[config.mk]
export PLATFORM = sky130hd
export DESIGN_NAME = bms_top
export DESIGN_NICKNAME = d
export VERILOG_FILES = /design/src/include/bms_pkg.sv /design/src/rtl/bms_top.sv /design/src/rtl/bms_vec_mem.sv
export SDC_FILE = /design/constraint.sdc
export NUM_CORES = 1
export LEC_CHECK = 0
export BUFFER_PORTS_ARGS = -buffer_cell sky130_fd_sc_hd__buf_2
export CORE_MARGIN = 4
export CORE_UTILIZATION = 40
export CTS_CLUSTER_SIZE = 16
export DETAILED_ROUTE_END_ITERATION = 12
export SYNTH_ARGS = -nofsm -noshare
export SYNTH_HDL_FRONTEND = slang
export SYNTH_HIERARCHICAL = 1
export SYNTH_SLANG_ARGS = --single-unit
[constraint.sdc]
create_clock -name clk_i -period 5.4 [get_ports clk_i]
set_clock_uncertainty 0.2 [all_clocks]
set_input_delay 0.27 -clock clk_i [delete_from_list [all_inputs] [get_ports clk_i]]
set_output_delay 0.27 -clock clk_i [all_outputs]
set_load 0.02 [all_outputs]
[src/include/bms_pkg.sv]
//------------------------------------------------------------------------
// Boot mode select constants
//------------------------------------------------------------------------
package bms_pkg;

    //--------------------------------------------------------------------
    // Clock and timing
    //--------------------------------------------------------------------
    localparam int CLK_HZ = 50_000_000;
    localparam int BOOT_DEADLINE_US = 3000;  // Latest decision time
    localparam int STRAP_SETTLE_US = 100;    // Least strap settle wait
    localparam int ERASE_MS = 100;           // Sector erase time
    localparam int PROG_MS = 1;              // 256-byte block program time
    localparam int PROG_BLOCK_BYTES = 256;
    // Longest time rounds down
    localparam int BOOT_DEADLINE_CYC = (CLK_HZ / 1_000_000) * BOOT_DEADLINE_US;
    // Least time rounds down too
    localparam int STRAP_SETTLE_CYC = (CLK_HZ / 1_000_000) * STRAP_SETTLE_US;
    localparam int ERASE_CYC = (CLK_HZ / 1000) * ERASE_MS;
    localparam int PROG_CYC = (CLK_HZ / 1000) * PROG_MS;

    //--------------------------------------------------------------------
    // Flash layout
    //--------------------------------------------------------------------
    localparam int VEC_WORDS = 8;                      // Checksummed words
    localparam logic [15:0] DIS_WORD_ADDR = 16'h02fc;  // Strap disable word
    localparam logic [15:0] VEC_BASE_ADDR = 16'h0000;  // Sector zero base

    //--------------------------------------------------------------------
    // Retained SRAM window, never touched by the loader
    //--------------------------------------------------------------------
    localparam logic [31:0] RETAIN_LO = 32'h1000_0000;
    localparam logic [31:0] RETAIN_HI = 32'h1000_0050;

    //--------------------------------------------------------------------
    // Loader versions, major in high nibble
    //--------------------------------------------------------------------
    localparam logic [7:0] VER_7_0 = 8'h70;
    localparam logic [7:0] VER_7_1 = 8'h71;
    localparam logic [7:0] VER_7_4 = 8'h74;

    //--------------------------------------------------------------------
    // Register map, byte addresses
    //--------------------------------------------------------------------
    localparam logic [7:0] REG_STATUS = 8'h00;
    localparam logic [7:0] REG_VERSION = 8'h04;
    localparam logic [7:0] REG_CTRL = 8'h08;
    localparam logic [7:0] REG_RETAIN_LO = 8'h0c;
    localparam logic [7:0] REG_RETAIN_HI = 8'h10;
    localparam logic [7:0] REG_VEC_BASE = 8'h20;  // 8 words to 0x3c
    // Control bits
    localparam int CTRL_ERASE = 0;
    localparam int CTRL_PROG = 1;
    localparam int CTRL_REBOOT = 2;

    //--------------------------------------------------------------------
    // Boot outcome and sequencer states
    //--------------------------------------------------------------------
    typedef enum logic [1:0] {
        BM_NONE = 2'h0,
        BM_USER = 2'h1,
        BM_UART = 2'h2,
        BM_USB = 2'h3
    } bms_mode_type;

    typedef enum logic [2:0] {
        ST_SETTLE = 3'h0,
        ST_DISRD = 3'h1,
        ST_SUM = 3'h3,
        ST_DECIDE = 3'h2,
        ST_DONE = 3'h6
    } bms_state_type;

endpackage

[src/rtl/bms_top.sv]
`timescale 1ns/10ps
module bms_top
    import bms_pkg::*;
#(
    parameter logic [7:0] LOADER_VER = VER_7_4,
    parameter logic [31:0] DIS_CODE = 32'h5a5a_a5a5,  // Arbitrary value
    parameter int FLASH_AW = 16,
    parameter int DEADLINE_CYC = BOOT_DEADLINE_CYC,
    parameter int ERASE_TIME_CYC = ERASE_CYC,
    parameter int PROG_TIME_CYC = PROG_CYC
) (
    // Clock and reset
    input wire logic clk_i,
    input wire logic rst_i,
    // Wishbone slave
    input wire logic wb_cyc_i,
    input wire logic wb_stb_i,
    input wire logic wb_we_i,
    input wire logic [7:0] wb_adr_i,
    input wire logic [3:0] wb_sel_i,
    input wire logic [31:0] wb_dat_i,
    output logic [31:0] wb_dat_o,
    output logic wb_ack_o,
    // Board straps and reset cause
    input wire logic prog_request_strap_i,
    input wire logic iface_select_strap_i,
    input wire logic wdt_overflow_i,
    // Flash read and timing port
    output logic flash_rd_o,
    output logic [FLASH_AW-1:0] flash_addr_o,
    input wire logic [31:0] flash_rdata_i,
    input wire logic flash_ack_i,
    output logic flash_erase_o,
    output logic flash_prog_o,
    // Boot outcome
    output logic boot_done_o,
    output logic [1:0] boot_mode_o,
    output logic run_user_o,
    output logic usb_msc_en_o,
    output logic serial_pins_en_o
);
    localparam int DLW = $clog2(DEADLINE_CYC + 1);
    localparam int TW = $clog2(ERASE_TIME_CYC + PROG_TIME_CYC + 1);
    localparam int SW = $clog2(STRAP_SETTLE_CYC + 1);
    //--------------------------------------------------------------------
    // Strap synchronisers
    //--------------------------------------------------------------------
    logic [1:0] prog_meta_q, prog_meta_d;  // Request strap sync chain
    logic [1:0] iface_meta_q, iface_meta_d;  // Interface strap sync chain
    wire logic prog_s = prog_meta_q[1];  // Synchronised request strap
    wire logic iface_s = iface_meta_q[1];  // Synchronised interface strap
    // Two stages; only the second stage is read
    always_comb begin
        prog_meta_d = {prog_meta_q[0], prog_request_strap_i};
        iface_meta_d = {iface_meta_q[0], iface_select_strap_i};
    end
    always_ff @(posedge clk_i) begin
        if (rst_i) begin
            prog_meta_q <= 2'h3;  // Idle high: no request
            iface_meta_q <= 2'h0;
        end else begin
            prog_meta_q <= prog_meta_d;
            iface_meta_q <= iface_meta_d;
        end
    end
    //--------------------------------------------------------------------
    // Version dependent strap decode
    //--------------------------------------------------------------------
    // Mode requested by straps, or none
    function automatic bms_mode_type req_mode(input logic prog,
                                              input logic iface);
        if (prog) return BM_NONE;  // High strap: no request
        if (LOADER_VER == VER_7_1) return BM_UART;  // Iface ignored
        if (LOADER_VER >= VER_7_4) return iface ? BM_USB : BM_UART;
        return iface ? BM_NONE : BM_UART;  // 7.0 needs both low
    endfunction
    // Programming path when no valid code exists
    function automatic bms_mode_type fall_mode(input logic iface);
        return (LOADER_VER >= VER_7_4 && iface) ? BM_USB : BM_UART;
    endfunction
    //--------------------------------------------------------------------
    // Boot sequencer
    //--------------------------------------------------------------------
    bms_state_type st_q, st_d;  // Sequencer state
    logic [SW-1:0] settle_q, settle_d;  // Strap settle counter
    logic [DLW-1:0] dl_q, dl_d;  // Decision deadline counter
    logic [2:0] idx_q, idx_d;  // Vector word index
    logic [31:0] sum_q, sum_d;  // Vector checksum
    logic rd_q, rd_d;  // Flash read request
    logic [FLASH_AW-1:0] addr_q, addr_d;  // Flash read address
    bms_mode_type mode_q, mode_d;  // Chosen boot path
    logic dis_q, dis_d;  // Strap sampling disabled
    logic wdt_q, wdt_d;  // Watchdog flag seen
    logic pstrap_q, pstrap_d;  // Sampled request strap
    logic istrap_q, istrap_d;  // Sampled interface strap
    logic sum_ok_q, sum_ok_d;  // Valid code found
    logic dl_hit_q, dl_hit_d;  // Deadline forced the choice
    logic reboot;  // Software restart pulse
    logic vec_we;  // Store one vector word
    // Next state of the sequencer
    always_comb begin
        st_d = st_q;
        settle_d = settle_q;
        dl_d = dl_q;
        idx_d = idx_q;
        sum_d = sum_q;
        rd_d = rd_q;
        addr_d = addr_q;
        mode_d = mode_q;
        dis_d = dis_q;
        wdt_d = wdt_q;
        pstrap_d = pstrap_q;
        istrap_d = istrap_q;
        sum_ok_d = sum_ok_q;
        dl_hit_d = dl_hit_q;
        vec_we = 1'b0;
        if (st_q != ST_DONE) dl_d = dl_q + DLW'(1);  // Deadline clock
        case (st_q)
            ST_SETTLE: begin
                settle_d = settle_q + SW'(1);  // Straps settle first
                if (settle_q == SW'(STRAP_SETTLE_CYC - 1)) begin
                    rd_d = 1'b1;
                    addr_d = FLASH_AW'(DIS_WORD_ADDR);
                    wdt_d = wdt_overflow_i;
                    st_d = ST_DISRD;
                end
            end
            ST_DISRD: begin
                if (flash_ack_i) begin
                    rd_d = 1'b0;
                    dis_d = (flash_rdata_i == DIS_CODE);
                    pstrap_d = prog_s;
                    istrap_d = iface_s;
                    if (wdt_q || flash_rdata_i == DIS_CODE ||
                        req_mode(prog_s, iface_s) == BM_NONE) begin
                        rd_d = 1'b1;  // Search user code
                        addr_d = FLASH_AW'(VEC_BASE_ADDR);
                        idx_d = 3'h0;
                        sum_d = 32'h0;
                        st_d = ST_SUM;
                    end else begin
                        mode_d = req_mode(prog_s, iface_s);
                        st_d = ST_DONE;
                    end
                end
            end
            ST_SUM: begin
                if (flash_ack_i) begin
                    vec_we = 1'b1;
                    sum_d = sum_q + flash_rdata_i;
                    if (idx_q == 3'(VEC_WORDS - 1)) begin
                        rd_d = 1'b0;
                        st_d = ST_DECIDE;
                    end else begin
                        idx_d = idx_q + 3'h1;
                        addr_d = addr_q + FLASH_AW'(4);
                    end
                end
            end
            ST_DECIDE: begin
                sum_ok_d = (sum_q == 32'h0);  // Zero sum runs user
                mode_d = (sum_q == 32'h0) ? BM_USER : fall_mode(istrap_q);
                st_d = ST_DONE;
            end
            ST_DONE: st_d = ST_DONE;
            default: st_d = ST_SETTLE;
        endcase
        if (st_q != ST_DONE && st_q != ST_DECIDE &&
            dl_q == DLW'(DEADLINE_CYC - 1)) begin
            rd_d = 1'b0;
            dl_hit_d = 1'b1;  // Never decide past the deadline
            mode_d = fall_mode(iface_s);
            st_d = ST_DONE;
        end
        if (reboot) begin
            st_d = ST_SETTLE;  // Software restart reruns selection
            settle_d = '0;
            dl_d = '0;
            rd_d = 1'b0;
            mode_d = BM_NONE;
            sum_ok_d = 1'b0;
            dl_hit_d = 1'b0;
        end
    end
    // Sequencer registers
    always_ff @(posedge clk_i) begin
        if (rst_i) begin
            st_q <= ST_SETTLE;
            settle_q <= '0;
            dl_q <= '0;
            rd_q <= 1'b0;
            addr_q <= '0;
            mode_q <= BM_NONE;
            dis_q <= 1'b0;
            wdt_q <= 1'b0;
            pstrap_q <= 1'b1;
            istrap_q <= 1'b0;
            sum_ok_q <= 1'b0;
            dl_hit_q <= 1'b0;
        end else begin
            st_q <= st_d;
            settle_q <= settle_d;
            dl_q <= dl_d;
            idx_q <= idx_d;
            sum_q <= sum_d;
            rd_q <= rd_d;
            addr_q <= addr_d;
            mode_q <= mode_d;
            dis_q <= dis_d;
            wdt_q <= wdt_d;
            pstrap_q <= pstrap_d;
            istrap_q <= istrap_d;
            sum_ok_q <= sum_ok_d;
            dl_hit_q <= dl_hit_d;
        end
    end
    //--------------------------------------------------------------------
    // Erase and program timing
    //--------------------------------------------------------------------
    logic [TW-1:0] tmr_q, tmr_d;  // Busy countdown
    logic erase_q, erase_d;  // Erase in progress
    logic prog_q, prog_d;  // Program in progress
    logic erase_go, prog_go;  // Software start pulses
    // Timers start only in ST_DONE; a reboot does not stop a running timer
    always_comb begin
        tmr_d = tmr_q;
        erase_d = erase_q;
        prog_d = prog_q;
        if (erase_q || prog_q) begin
            tmr_d = tmr_q - TW'(1);
            if (tmr_q == TW'(1)) begin
                erase_d = 1'b0;
                prog_d = 1'b0;
            end
        end else if (st_q == ST_DONE && erase_go) begin
            tmr_d = TW'(ERASE_TIME_CYC);
            erase_d = 1'b1;
        end else if (st_q == ST_DONE && prog_go) begin
            tmr_d = TW'(PROG_TIME_CYC);
            prog_d = 1'b1;
        end
    end
    always_ff @(posedge clk_i) begin
        if (rst_i) begin
            tmr_q <= '0;
            erase_q <= 1'b0;
            prog_q <= 1'b0;
        end else begin
            tmr_q <= tmr_d;
            erase_q <= erase_d;
            prog_q <= prog_d;
        end
    end
    //--------------------------------------------------------------------
    // Wishbone slave, ack on third edge of a request
    //--------------------------------------------------------------------
    logic pend_q, pend_d;  // Request seen, data settling
    logic ack_q, ack_d;  // Bus acknowledge
    logic [31:0] dat_q, dat_d;  // Read data
    logic [31:0] vec_rdata;  // Stored vector word
    logic wr_ctrl;  // Control write at the edge ack is seen
    // The extra wait state lets the memory read register settle
    always_comb begin
        pend_d = wb_cyc_i && wb_stb_i && !ack_q && !pend_q;
        ack_d = wb_cyc_i && wb_stb_i && !ack_q && pend_q;
        dat_d = 32'h0;
        if (ack_d && !wb_we_i) begin
            if (wb_adr_i >= REG_VEC_BASE &&
                wb_adr_i < REG_VEC_BASE + 8'(4 * VEC_WORDS)) begin
                dat_d = vec_rdata;
            end else begin
                case (wb_adr_i)
                    REG_STATUS: dat_d = {22'h0, dl_hit_q, erase_q || prog_q,
                        sum_ok_q, dis_q, wdt_q, istrap_q, pstrap_q,
                        mode_q, st_q == ST_DONE};
                    REG_VERSION: dat_d = {24'h0, LOADER_VER};
                    REG_RETAIN_LO: dat_d = RETAIN_LO;
                    REG_RETAIN_HI: dat_d = RETAIN_HI;
                    default: dat_d = 32'h0;  // Unmapped reads zero
                endcase
            end
        end
    end
    assign wr_ctrl = ack_q && wb_cyc_i && wb_stb_i && wb_we_i &&
        wb_sel_i[0] && wb_adr_i == REG_CTRL;
    assign erase_go = wr_ctrl && wb_dat_i[CTRL_ERASE];
    assign prog_go = wr_ctrl && wb_dat_i[CTRL_PROG];
    assign reboot = wr_ctrl && wb_dat_i[CTRL_REBOOT];
    always_ff @(posedge clk_i) begin
        if (rst_i) begin
            pend_q <= 1'b0;
            ack_q <= 1'b0;
            dat_q <= 32'h0;
        end else begin
            pend_q <= pend_d;
            ack_q <= ack_d;
            dat_q <= dat_d;
        end
    end
    //--------------------------------------------------------------------
    // Vector word store for software inspection
    //--------------------------------------------------------------------
    bms_vec_mem #(.DW(32), .DEPTH(VEC_WORDS), .AW(3)) u_vec_mem (
        .clk_i(clk_i),
        .we_i(vec_we),
        .waddr_i(idx_q),
        .wdata_i(flash_rdata_i),
        .raddr_i(wb_adr_i[4:2]),
        .rdata_o(vec_rdata)
    );
    //--------------------------------------------------------------------
    // Outputs, all from flops
    //--------------------------------------------------------------------
    logic done_q;  // Boot decided
    logic [2:0] path_q;  // Enables: user, USB, serial
    // Path enables follow the decided mode
    always_ff @(posedge clk_i) begin
        if (rst_i) begin
            done_q <= 1'b0;
            path_q <= 3'h0;
        end else begin
            done_q <= (st_d == ST_DONE);
            path_q <= {(st_d == ST_DONE) && mode_d == BM_USER,
                (st_d == ST_DONE) && mode_d == BM_USB,
                (st_d == ST_DONE) && mode_d == BM_UART};
        end
    end
    assign wb_dat_o = dat_q;
    assign wb_ack_o = ack_q;
    assign flash_rd_o = rd_q;
    assign flash_addr_o = addr_q;
    assign flash_erase_o = erase_q;
    assign flash_prog_o = prog_q;
    assign boot_done_o = done_q;
    assign boot_mode_o = mode_q;
    assign run_user_o = path_q[2];
    assign usb_msc_en_o = path_q[1];
    assign serial_pins_en_o = path_q[0];
endmodule

[src/rtl/bms_vec_mem.sv]
`timescale 1ns/10ps
module bms_vec_mem #(
    parameter int DW = 32,
    parameter int DEPTH = 8,
    parameter int AW = 3
) (
    // Clock
    input wire logic clk_i,
    // Write side
    input wire logic we_i,
    input wire logic [AW-1:0] waddr_i,
    input wire logic [DW-1:0] wdata_i,
    // Read side
    input wire logic [AW-1:0] raddr_i,
    output logic [DW-1:0] rdata_o
);
    logic [DW-1:0] mem_q [DEPTH];  // Storage, no reset needed
    logic [DW-1:0] rdata_q;        // Read data register

    // Write and registered read
    always_ff @(posedge clk_i) begin
        if (we_i) begin
            mem_q[waddr_i] <= wdata_i;
        end
        rdata_q <= mem_q[raddr_i];
    end

    assign rdata_o = rdata_q;
endmodule

# [Word-level counts from Yosys, hierarchy flattened]
# Memories as Yosys holds them, arrays and structs flattened. A register that Yosys moved wholly into a read port is not among the register bits.
# Cells that the tools add are included.
[totals] reg_bits=161 mem_bits_rw=256 out_inout_bits=58 wordCells=183 n_memories=1
[memory_table] name="u_vec_mem.mem_q" depth=8 word_bits=32 rd=1 rd_ports_with_merged_regs=1 write_ports=1 line_no="bms_vec_mem.sv:17" rtl="logic [DW-1:0] mem_q [DEPTH];"
[classes] n_addsub=6 n_lt_le_gt_ge=2 n_eq_ne=27 mux=73 n_bitwise=2 n_reduce_logical=48
[op_table] operator="$mux W32" count=4
[op_table] operator="$pmux W29 S4" count=1
[op_table] operator="$mux W16" count=5
[op_table] operator="$mux W23" count=3
[op_table] operator="$pmux W32 S2" count=1
[op_table] operator="$pmux W16 S3" count=1
[op_table] operator="$mux W3" count=11
[op_table] operator="$add A32 B32 Y32" count=1
[op_table] operator="$eq A32 B31 Y1 const B" count=1
[op_table] operator="$logic_not A32 Y1" count=1
[op_table] operator="$mux W1" count=30
[op_table] operator="$mux W2" count=13
[op_table] operator="$eq A23 B1 Y1 const B" count=1
[op_table] operator="$sub A23 B1 Y23 const B" count=1
[op_table] operator="$logic_and A1 B1 Y1" count=21
[op_table] operator="$add A18 B1 Y18 const B" count=1
[op_table] operator="$eq A18 B18 Y1 const B" count=1
[op_table] operator="$add A16 B3 Y16 const B" count=1
[op_table] operator="$eq A8 B4 Y1 const B" count=2
[op_table] operator="$ne A2 B2 Y1 const B" count=7
[op_table] operator="$add A13 B1 Y13 const B" count=1
[op_table] operator="$eq A13 B13 Y1 const B" count=1
[op_table] operator="$pmux W3 S4" count=1
[op_table] operator="$reduce_and A6 Y1" count=2
[op_table] operator="other kinds (29)" count=46

# [Longest topological paths before layout]
# Gate-level depths: netlist of the first run.
[logic_depth] ltp_word=28 depth_mapped=11 depth_no_buf=11

# [By module]
# The synthesis of the first run kept the hierarchy.
[by_module_without_submodules] module="bms_vec_mem" instances=1 cells_per_inst=415 area_per_inst_um2=10466.3 seq_area_each_um2=8328.0
[by_module_without_submodules] module="bms_top" instances=1 cells_per_inst=888 area_per_inst_um2=8059.0 seq_area_each_um2=3533.4

# [Least setup slack after synthesis of the first run]
# No wires, ideal clock.
[synth_timing] kind="register to register" start="reg st_q[0]" end="mem u_vec_mem.mem_q[0][0] (enable)" setup_ns=0.461 arrival_time_ns=3.422 required_time_ns=4.739 slack_ns=1.317 path_stages_with_launch=6 period_less_slack_ns=4.083 path_cell_list="dfxtp_1 nor2b_1 clkbuf_1 and3_1 nand2b_1 nor3_1"
[synth_between] elab_chain_len=4
[synth_rtl] item="start: declaration" line_no="bms_top.sv:84" rtl="bms_state_type st_q, st_d;"
[synth_rtl] item="start signal: assignment" line_no="bms_top.sv:201" rtl="st_q <= st_d;"
[synth_rtl] item="$eq A3 B2 Y1" line_no="bms_top.sv:118" rtl="case (st_q)"
[synth_rtl] item="$mux W1" line_no="bms_top.sv:118"
[synth_rtl] item="named net vec_we" line_no="bms_top.sv:99" rtl="logic vec_we;"
[synth_rtl] item="$mux W1" line_no="bms_vec_mem.sv:22" rtl="if (we_i) begin"
[synth_rtl] item="$mux W1 (implied by the code)" line_no="bms_vec_mem.sv:23" rtl="mem_q[waddr_i] <= wdata_i;"
[synth_rtl] item="end: declaration" line_no="bms_vec_mem.sv:17"
# The timed path passes the listed nets, and every way through them passes these cells.

# [Final worst setup path of the first run]
[layout_timing] start="in flash_rdata_i[30]" end="reg addr_q[13], in the netlist flash_addr_o[13]"
[layout_between] elab_chain_len=5
[layout_rtl] item="start: declaration" line_no="bms_top.sv:31" rtl="input wire logic [31:0] flash_rdata_i,"
[layout_rtl] item="$eq A32 B31 Y1" line_no="bms_top.sv:134" rtl="if (wdt_q || flash_rdata_i == DIS_CODE ||"
[layout_rtl] item="$logic_or A1 B1 Y1 (2 in series)" line_no="bms_top.sv:134"
[layout_rtl] item="$ne A2 B2 Y1 (no line)"
[layout_rtl] item="$reduce_and A6 Y1 (no line)"
[layout_rtl] item="end signal: assignment" line_no="bms_top.sv:207" rtl="addr_q <= addr_d;"
[layout_rtl] item="end: declaration" line_no="bms_top.sv:90" rtl="logic [FLASH_AW-1:0] addr_q, addr_d;"
# No other way between the ends.
# A chain may end at the register's enable or synchronous reset.

==> results of run 1 <==
[flip-flops by register name, summed over array words and instances (netlist names), 2 cells and up]
signal             cells
u_vec_mem/rdata_o     32
boot_mode_o            2
iface_meta_q           2
tmr_q                 23
flash_addr_o          14
prog_meta_q            2
path_q                 3
idx_q                  3
u_vec_mem/mem_q      256
sum_q                 32
settle_q              13
dl_q                  18
st_q                   3
wb_dat_o              32
[worst register-to-register path, delay by kind of cell (launching register included)]
family	cells	cell delay (ns)
fa+ha+maj	1	0.38
compound gates	5	1.42
simple gates	3	0.54
flops	1	0.39
[power by group]
group | switching (mW) | leakage, nW | internal, mW | total (mW)
clock | 1.31 | 0.731 | 1.83 | 3.14
sequential | 0.00853 | 3.90 | 3.65 | 3.66
combinational | 0.172 | 3.28 | 0.143 | 0.315
total | 1.49 | 7.91 | 5.62 | 7.12
[cell families (layout without fill, tap and decap cells)]
logic type | after synthesis | count (layout) | synth area share [%]
buffers and inverters | 64 | 269 | 1.68
XOR/XNOR | 69 | 69 | 3.26
AO/OA/AOI/OAI | 168 | 168 | 5.88
other | 1 | 3 | 0.0202
multiplexers | 102 | 102 | 10.9
AND/OR/NAND/NOR | 413 | 413 | 11.6
flip-flops | 447 | 447 | 64.0
adder cells (fa/ha/maj) | 39 | 39 | 2.67
[synthesized netlist by cell type (25+ instances only)]
| master | instances |
|---|---|
| nand2_1 | 67 |
| xnor2_1 | 30 |
| nor3_1 | 25 |
| nand3_1 | 28 |
| xor2_1 | 39 |
| dfxtp_1 | 156 |
| nor2_1 | 133 |
| and2_1 | 25 |
| clkbuf_1 | 25 |
| mux4_1 | 40 |
| ha_1 | 38 |
| edfxtp_1 | 291 |
| o21ai_0 | 30 |
| mux2_2 | 33 |
| a21oi_1 | 57 |
[metal layers]
layer / up-vias / track usage (%) / share of wire [%]
met2: 205 / 26.7 / 48
met1: 5498 / 21.8 / 45
met5: - / 0 / 0
li1: 5301 / - / -
met4: 0 / 4.67 / 2.4
met3: 65 / 2.95 / 4.5
[path summary, 6_finish.rpt]
path                       to  slack (ns)              start
max          flash_addr_o[13]        2.07  flash_rdata_i[30]
min                 path_q[0]        0.07        wb_adr_i[6]
max reg2reg         sum_q[28]        2.20           sum_q[9]
min reg2reg    prog_meta_q[1]        0.21     prog_meta_q[0]
[cell type report]
cell class	count	area share, %
Antenna cell	1	0.0115
Clock buffer	64	5.95
Clock inverter	22	0.963
Inverter	14	0.242
Multi-Input combinational cell	793	29.6
Sequential cell	447	54.7
Tap cell	600	3.46
Timing Repair Buffer	169	5.13
==> summary by stage, run 1 <==
Run status
The flow ran to the end, and the final reports show no timing, DRC or antenna violations.

Critical path
The cell with the largest stage delay on the worst path is o21ai_1. Data on the critical path is required at its endpoint by 5.66 ns. STA classifies the critical path startpoint as an input port. The buffers plus inverters on the worst setup path is 2. The critical-path maximum fanout is 10. The critical path's top delay family is compound AO/OA/AOI/OAI gates. The depth of the worst register-to-register path is 9. Data on the critical path arrives at its endpoint at 3.59 ns. Walking the worst path, the cells encountered are dlygate4sd3_1, buf_2, nor4bb_1, nand4_1, o21ai_1, o2111ai_1, a211oi_1, nand3_1, xor2_1, nor2_1. STA classifies the critical path endpoint as a flop. For this run, the slowest stage of the critical path takes 0.60 ns.

The critical path class is input port to flop. The logic depth of the worst path, buffers included is 10.

Clock tree
The clock latency at the later pin of the worst-skew pair is 0.58 ns. The number of setup buffers added after CTS is 0. TritonCTS built the clock tree.

After clock tree synthesis, the repair step resized 0 gates. No sink is reached through more buffers than the 3 on the longest clock path. The number of hold buffers added after CTS was 45. Clock tree synthesis selected as its root buffer the cell clkbuf_16. Clock-pin slew was measured on the worst setup and hold paths at 0.06 ns.

The total clock buffers created by CTS is 46. The clock tree synthesis step divided the H-tree into 2 levels. The clock sink count is 447.

Drt
After detailed routing, the total wire length is 40.4 mm. Dividing the detail-routed wire length by the instance count gives 19.2 µm. The via count is 11100. Once detail routing completed, the nets flagged for antenna violations numbered 0.

The routed via count divided by cell count is 5.25. The number of remaining DRC errors is 0. The initial DRC count is 637.

Before antenna repair, the detailed router went through 5 iterations.

Run
The max capacitance violation total is 0.

STA
The share of the clock period used by the worst path is 61.7%. Across all hold checks on the routed design, the worst slack comes to 0.0705 ns. Based on the critical path, the design can be clocked at up to 0.300 GHz. The minimum clock period is 3.33 ns. The final-report max-slew violation count is 0. In this run the tightest slew margin relative to its limit is 33.2%. The number of failing setup endpoints in the final timing report is 0. The number of hold-slack violations in the final timing report is 0. At the pin with the least slew margin, the transition time is 1.00 ns.

Setup total negative slack on the finished layout was measured at 0 ns. Setup slack closes at 2.07 ns. Setup repair after global routing left no endpoint under its margin.

Yosys
edfxtp_1 takes more of the synthesized area than any other cell. A synthesized cell averages 14.2 µm². The number of enable flip-flop cells after synthesis is 291.

In the synthesized netlist the dominant register cell turns out to be edfxtp_1. The warning count from the yosys run is 6. Of all flip-flops after synthesis, the portion carrying an async set or reset was 0%. The number of synthesized register bits is 447.

The gate count after technology mapping is 1303. The share of synthesized area in the top cell type comes to 47.2%. For this run, the register share of the synthesized area comes to 64.0%. Ranked by total cell area, the synthesized netlist is headed by edfxtp_1, dfxtp_1, mux4_1, mux4_2, nor2_1. Yosys mapped the design onto 73 distinct sky130hd cell types. After synthesis the cells add up to 18500 µm².

Floorplan
The core region is 45600 µm². The overall die area is 49800 µm². The number of rows in the core area is 78.

For this configuration, the core starts out at a cell density of 40.6%. The die outline height is 223 µm. Measured along the x axis, the die boundary spans 223 µm. 143 I/O pins were placed.

Finish
The final net count is 1595. The area growth from synthesis to layout is 17.1%. After routing the design area is 21700 µm². In the layout the commonest cells are edfxtp_1, dfxtp_1, nor2_1. The layout filler cell count is 3954. The flip-flop and latch area is 11900 µm².

The combined area of the multi-input logic cells is 6410 µm². The utilization after layout is 47.6%. The non-filler instance count after layout is 2110. The leading cell type in the layout, fill and taps excluded is edfxtp_1. The fraction of final layout cells sized beyond drive strength 1 is 18.2%.

Placement
The global placement routability congestion is 0.834. The sum of net half-perimeters after detailed placement is 25.2 mm. The post-place instance area is 19700 µm².

Counting tap cells, the placed design contains a total of 1978 instances. The post-place setup slack is 2.03 ns. Port buffering added 108 buffers.

Power
Dividing total power by cell area gives a power density of 328 nW/µm². The peak supply drop is 0.200 mV. The overall power after layout is 7.12 mW.

In this run the static leakage power is 7.91 nW.

Global routing
The total global routing overflow is 0. The initial antenna violation count is 0. The first-pass GRT wire length is 63.3 mm.

The number of global-route vias before repair is 11200. The global router's overall resource usage is 16.1%. Entering global routing, the biggest net connects 71 pins.

Hold path
The class of the worst hold path is input port to flop. The worst hold path cell count is 5.
(Power assumes the default switching activity.)
==> run 2: changes to the inputs <==
Clock period 5.4 ns to 2.89 ns, I/O delays scaled along.
==> run 2 against run 1 <==
  * Sequential share of layout area shrank 2.0 points
  * The run now ends with negative setup slack left
  * Critical path type is now flop to flop
  * Critical endpoint is now sum_q[26]
  * Largest power group unchanged
  * Via count rose by 3.1%
  * Highest routed layer is now met5
  * Flip-flop and latch count unchanged
==> summary by stage, run 2 (synthesized netlist as in run 1, its figures left out) <==
Clock tree
The clock sink count came to 447 (unchanged). The clock tree from TritonCTS is yes. The clock latency at the later pin of the worst-skew pair is 0.58 ns (about the same). The clock tree buffer depth is 3 (unchanged). The H-tree depth reported by CTS is 2 (unchanged).

The clock slew seen by the registers of the worst setup and hold paths is 0.06 ns (about the same). The cell at the root of the clock tree is clkbuf_16. The total clock buffers created by CTS came to 47 (+2.2%).

Finish
The leading cell type in the layout, fill and taps excluded is edfxtp_1. The number of flip-flops in the largest register came to 256 (unchanged). The register bank with the most flops is u_vec_mem/mem_q. The library cells used most frequently in the layout, excluding fill and tap cells, are edfxtp_1, dfxtp_1, nor2_1. The flip-flop and latch area is 11900 µm² (unchanged). The layout filler cell count is 3868 (-2.2%). The post-layout instance area is 22500 µm² (+3.8%).

The final net count came to 1669 (+4.6%). The area growth from synthesis to layout is 21.5%. The fraction of final layout cells sized beyond drive strength 1 is 22.2% (+4.0 points).

The combined area of the multi-input logic cells came to 6500 µm² (+1.3%).

Power
The leakage power is 8.29 nW (+4.8%). The part of the power in registers was 51.0% (-0.5 points). The peak supply drop is 0.490 mV (+140%). The combinational cell fraction of total power is 4.8% (+0.4 points). The switching power as a share of total power is 21.2% (+0.20 points).

The power dissipated by switching net loads is 2.85 mW (+91%). The fraction of power consumed by the clock network came to 44.2% (about the same). The cell-internal power is 10.6 mW (+88%). The power per cell area is 597 nW/µm² (+82%).

STA
The pin slew with the least headroom to its limit is 0.950 ns (-0.0521 ns). The sum of negative setup slack is -0.0484 ns (-0.0484 ns). The number of failing setup endpoints in the final timing report is 1 (+1).

The routed design could run at a clock period as short as 2.94 ns. The final-report max-slew violation count came to 0 (unchanged). The final-layout worst hold slack is 0.00291 ns (-0.0676 ns). The headroom to the max-slew limit is 36.7% (+3.5 points).

Dividing the final minimum period by the clock period gives 102%. The maximum achievable frequency is 0.340 GHz. The final worst-path setup slack is -0.0484 ns (-2.12 ns).

The number of hold-slack violations in the final timing report was 0 (unchanged). Setup repair after global routing could not meet its margin everywhere.

Run status
The checks that failed: negative setup slack. The run finished, with violations left.

Drt
The routed wire length was 41.2 mm (+2.0%). The first-pass detailed-route iteration total is 5 (unchanged). The average wire per standard cell is 18.9 µm (-1.5%). The via count came to 11400 (+3.1%). The number of nets with antenna violations after routing is 0 (unchanged). The number of remaining DRC errors is 0 (unchanged).

The routed via count divided by cell count is 5.22 (-0.46%). The initial DRC count was 739 (+16%).

Global routing
The pin count of the biggest net entering global routing came to 73 (+2.8%). The global router's overall resource usage is 16.3% (+0.19 points). The total global routing overflow is 0 (unchanged). The first-pass GRT wire length is 64.8 mm (+2.3%).

The initial antenna violation count is 2 (+2). The number of global-route vias before repair is 11600 (+3.2%).

Hold path
The origin of the worst min-delay path is wb_we_i. The path class of the tightest hold or removal check is input port to flop.

Run
The max capacitance violation total is 0 (unchanged).

Critical path
The required arrival time at the worst endpoint was 3.12 ns (-2.54 ns). The critical path goes through ha_4, a21o_1, a21o_1, o21ba_4, a221o_1, o2111a_1, buf_4, o31a_1, o21a_1, nor3_2. Following the worst setup path forward leads to its endpoint at sum_q[26]. The worst path arrival time is 3.16 ns (-0.43 ns).

The worst setup path is captured at a flop. The critical path launch point is sum_q[15]. The largest stage delay on the critical path came to 0.43 ns (-0.17 ns). The critical-path maximum fanout is 3 (-7).

The depth of the worst register-to-register path is 10 (+1). By startpoint and endpoint, the worst setup path is classified as flop to flop. In this run the critical register-to-register path is launched from sum_q[15].

The register-to-register path setup slack is -0.05 ns (-2.25 ns). The most numerous cell type found on the critical path is a21o_1. The capture point of the worst reg-to-reg path is sum_q[26]. The largest individual stage delay along the critical path comes from the cell edfxtp_1. The kind of start point of the critical path is a flop.

Floorplan
The initial standard-cell utilization of the core is 40.6% (unchanged). The horizontal die dimension is 223 µm (unchanged). The number of rows in the core area is 78 (unchanged). The core area is 45600 µm² (unchanged). The overall die area came to 49800 µm² (unchanged). The die outline height is 223 µm (unchanged). The number of primary I/O pins is 143 (unchanged).

Placement
The global placement routability congestion is 0.832 (-0.20%). The post-place setup slack is -0.0627 ns (-2.09 ns). The count of input and output buffers was 108 (unchanged). The post-place instance area is 20400 µm² (+3.2%). The sum of net half-perimeters after detailed placement was 25.7 mm (+1.6%).
==> run 2: changes by cell type in the layout (fill, tap and decap cells not counted), moves of 3 or more <==
cell / change
a21oi_1: -4
a21oi_2: +4
buf_12: +11
buf_4: +54
dlygate4sd3_1: +8
ha_1: -3
==> run 2: power by group through the flow <==
| stage | Sequential, mW | Clock (mW) | Combinational [mW] |
|---|---|---|---|
| global placement | 6.98 | 0 | 0.580 |
| finish | 6.85 | 5.94 | 0.649 |
| CTS | 6.85 | 6.10 | 0.648 |
| detailed placement | 6.98 | 0 | 0.590 |
| global route | 6.85 | 6.38 | 0.711 |
| floorplan | 6.98 | 0 | 0.360 |
==> run 2: through the flow <==
stage	total power, mW	cells	utilization (%)
finish	13.4	2185	49.4
global route	13.9	2185	49.4
CTS	13.6	2182	49.3
detailed placement	7.57	2040	44.7
global placement	7.56	2040	44.7
floorplan	7.34	1304	-
==> run 2: area by class of cell <==
type	instances	area share (%)
inverters	14	0.233
clock inverters	20	0.989
well taps	600	3.33
diodes	1	0.0111
clock buffers	68	5.81
repair buffers	242	8.08
flip-flops and latches	447	52.7
multi-input cells	793	28.9
==> run 2: layer usage <==
metal / up-vias / part of all wire, % / GRT usage [%]
met2: 231 / 48 / 26.7
li1: 5435 / - / -
met4: 2 / 2.0 / 3.94
met5: - / 0.032 / 0
met1: 5681 / 46 / 22.7
met3: 61 / 4.2 / 2.99
==> run 2: worst min path at each step <==
stage                  end  slack [ns]  cells past startpoint
3_3_place_gp      wb_ack_o        0.14                      2
5_1_grt        wb_dat_o[4]        0.05                      5
4_1_cts        wb_dat_o[6]       0.006                      5
2_1_floorplan     wb_ack_o        0.03                      1
6_report       wb_dat_o[6]       0.003                      5
3_5_place_dp      wb_ack_o        0.15                      2
==> run 2: worst max-delay path, delay by kind of cell (launching register included) <==
family,cells,cell delay [ns]
and+or+nand+nor,1,0.15
adders and majority gates,1,0.24
DFF,1,0.43
AOI/OAI and AO/OA,7,1.64
buffers and inverters,1,0.14
==> run 2: what timing repair did <==
item / CTS / global route
pin swaps: 9 / 6
hold buffers: 53 / 0
endpoints found under the hold margin: 334 / 0
setup buffers: 1 / 2
gates resized for setup: 4 / 10
endpoints found under the setup margin: 3 / 14
==> run 3: changes to the inputs <==
Settings changed: MAX_ROUTING_LAYER from default to met4.
==> run 3 against run 2 <==
  * The flow still finishes with violations (negative setup slack)
  * Combinational power hardly changed
  * Die area stayed put
  * Cell count is 0.14% higher
  * Sequential power hardly changed
  * Total power hardly changed
  * Register-to-register slack hardly changed
  * Clock-buffer cell count stayed put
  * Largest cell class unchanged
==> summary by stage, run 3 (synthesized netlist as in run 1, its figures left out) <==
Run status
The flow ran to the end, but the final reports show violations. The checks that failed: negative setup slack.

Finish
The post-synthesis to final-layout area growth is 21.6% (about the same). The number of flip-flops in the largest register is 256 (unchanged). The fraction of final layout cells sized beyond drive strength 1 came to 22.2% (unchanged). The layout filler cell count is 3867 (-0.026%). The final net count is 1669 (unchanged). The post-layout instance area is 22500 µm² (about the same). Leaving out fill and tap cells, the most frequent cell in the layout is edfxtp_1. In the layout the commonest cells are edfxtp_1, dfxtp_1, nor2_1.

u_vec_mem/mem_q holds more flip-flops than any other register. The non-filler instance count after layout is 2188 (+0.14%). The utilization after layout came to 49.4% (about the same).

STA
The headroom to the max-slew limit was 36.1% (-0.61 points). The minimum clock period is 2.94 ns (-0.000637 ns). The number of hold-slack violations in the final timing report is 0 (unchanged). The final-report max-slew violation count is 0 (unchanged). The pin slew with the least headroom to its limit was 0.959 ns (+0.00922 ns).

Setup repair after global routing could not meet its margin everywhere. The sum of negative setup slack is -0.0477 ns (+0.000637 ns). The number of failing setup endpoints in the final timing report was 1 (unchanged).

The final worst-path setup slack came to -0.0477 ns (+0.000637 ns). The maximum achievable frequency was 0.340 GHz (about the same). The final-layout worst hold slack is 0.0167 ns (+0.0138 ns). The share of the clock period used by the worst path is 102% (about the same).

Critical path
The worst setup path is launched from a flop. In this run the critical register-to-register path is captured at sum_q[26]. The register-to-register path setup slack came to -0.05 ns (about the same).

The required arrival time at the worst endpoint is 3.11 ns (about the same). The critical-path maximum fanout is 3 (unchanged). The startpoint of the most critical register-to-register path is sum_q[15].

Following the worst setup path forward leads to its endpoint at sum_q[26]. The worst path arrival time is 3.16 ns (about the same). The critical path launch point is sum_q[15]. The critical path class is flop to flop. The nature of the critical path endpoint is a flop.

The depth of the worst register-to-register path is 10 (unchanged).

Floorplan
The number of primary I/O pins was 143 (unchanged). The horizontal die dimension was 223 µm (unchanged). The initial standard-cell utilization of the core was 40.6% (unchanged).

The number of rows in the core area came to 78 (unchanged). The overall die area is 49800 µm² (unchanged). The die outline height was 223 µm (unchanged). The core area was 45600 µm² (unchanged).

Clock tree
The clock slew seen by the registers of the worst setup and hold paths is 0.06 ns (about the same). CTS placed an instance of clkbuf_16 at the clock tree root. The clock tree from TritonCTS is yes. The clock latency at the later pin of the worst-skew pair came to 0.58 ns (about the same). The H-tree depth reported by CTS is 2 (unchanged). The total clock buffers created by CTS was 47 (unchanged). The clock sink count was 447 (unchanged). The clock tree buffer depth is 3 (unchanged).

Drt
The first-pass detailed-route iteration total is 5 (unchanged). The average wire per standard cell is 18.8 µm (-0.34%). The via count is 11400 (-0.16%). The number of remaining DRC errors is 0 (unchanged). The routed wire length is 41.2 mm (-0.20%). The routed via count divided by cell count is 5.21 (-0.29%). The number of nets with antenna violations after routing was 0 (unchanged).

The initial DRC count is 751 (+1.6%).

Placement
The count of input and output buffers was 108 (unchanged). The cell count after placement is 2040 (unchanged). The sum of net half-perimeters after detailed placement came to 25.7 mm (unchanged). The post-place instance area came to 20400 µm² (unchanged).

The global placement routability congestion was 0.845 (+1.5%). The post-place setup slack is -0.0627 ns (unchanged).

Global routing
The first-pass GRT wire length is 64.7 mm (about the same). The total global routing overflow is 0 (unchanged). The global router's overall resource usage was 16.8% (+0.49 points). The pin count of the biggest net entering global routing is 73 (unchanged). The number of global-route vias before repair is 11600 (+0.017%).

The initial antenna violation count is 2 (unchanged).

Hold path
The class of the worst hold path is input port to flop.

Power
The cell-internal power is 10.6 mW (about the same). The leakage power was 8.29 nW (about the same). The fraction of power consumed by the clock network came to 44.2% (about the same).

The part of the power in registers is 51.0% (about the same). The power dissipated by switching net loads is 2.84 mW (-0.18%). The switching power as a share of total power is 21.2% (-0.030 points). The peak supply drop came to 0.488 mV (-0.38%). The combinational cell fraction of total power was 4.8% (about the same). The overall power after layout is 13.4 mW (about the same). The power per cell area is 596 nW/µm² (about the same).

Run
The max capacitance violation total is 0 (unchanged).
[run 3: area by class of cell]
type,instances,area (µm²),area share (%)
Clock buffer,68,1310,5.81
Tap cell,600,751,3.33
Inverter,14,52.6,0.233
Multi-Input combinational cell,793,6500,28.9
Sequential cell,447,11900,52.7
Antenna cell,4,10.0,0.0444
Timing Repair Buffer,242,1820,8.08
Clock inverter,20,223,0.989
[run 3: layer usage]
metal	share of wire, %	track usage (%)
met4	1.9	3.94
met2	47	26.7
met5	0	-
met1	46	22.8
met3	4.7	2.92
[run 3: worst min path at each step]
| stage | from | to | slack [ns] | depth (start not counted) |
|---|---|---|---|---|
| after detailed placement | rst_i | wb_ack_o | 0.15 | 2 |
| after floorplan | rst_i | wb_ack_o | 0.03 | 1 |
| after CTS | wb_we_i | wb_dat_o[6] | 0.006 | 5 |
| final | wb_we_i | wb_dat_o[6] | 0.02 | 5 |
| after global placement | rst_i | wb_ack_o | 0.14 | 2 |
| after global routing | wb_we_i | wb_dat_o[4] | 0.05 | 5 |
[run 3: what timing repair did]
action | 4_1_cts | 5_1_grt
hold buffers | 53 | 0
pin swaps | 9 | 6
buffers inserted | 1 | 2
endpoints found under the setup margin | 3 | 14
hold endpoints to repair | 334 | 0
resized for setup | 4 | 10
[run 3: power groups by stage]
stage | sequential (mW) | combinational (mW) | clock [mW]
floorplan | 6.98 | 0.360 | 0
global placement | 6.98 | 0.580 | 0
detailed placement | 6.98 | 0.590 | 0
CTS | 6.85 | 0.648 | 6.10
global route | 6.85 | 0.711 | 6.38
finish | 6.85 | 0.649 | 5.93
[run 3: worst max-delay path: stages (launching register included)]
cell and delay (ns):
edfxtp_1 0.43, ha_4 0.24, a21o_1 0.15, a21o_1 0.17, o21ba_4 0.20, a221o_1 0.35, o2111a_1 0.29, buf_4 0.14
o31a_1 0.26, o21a_1 0.21, nor3_2 0.15
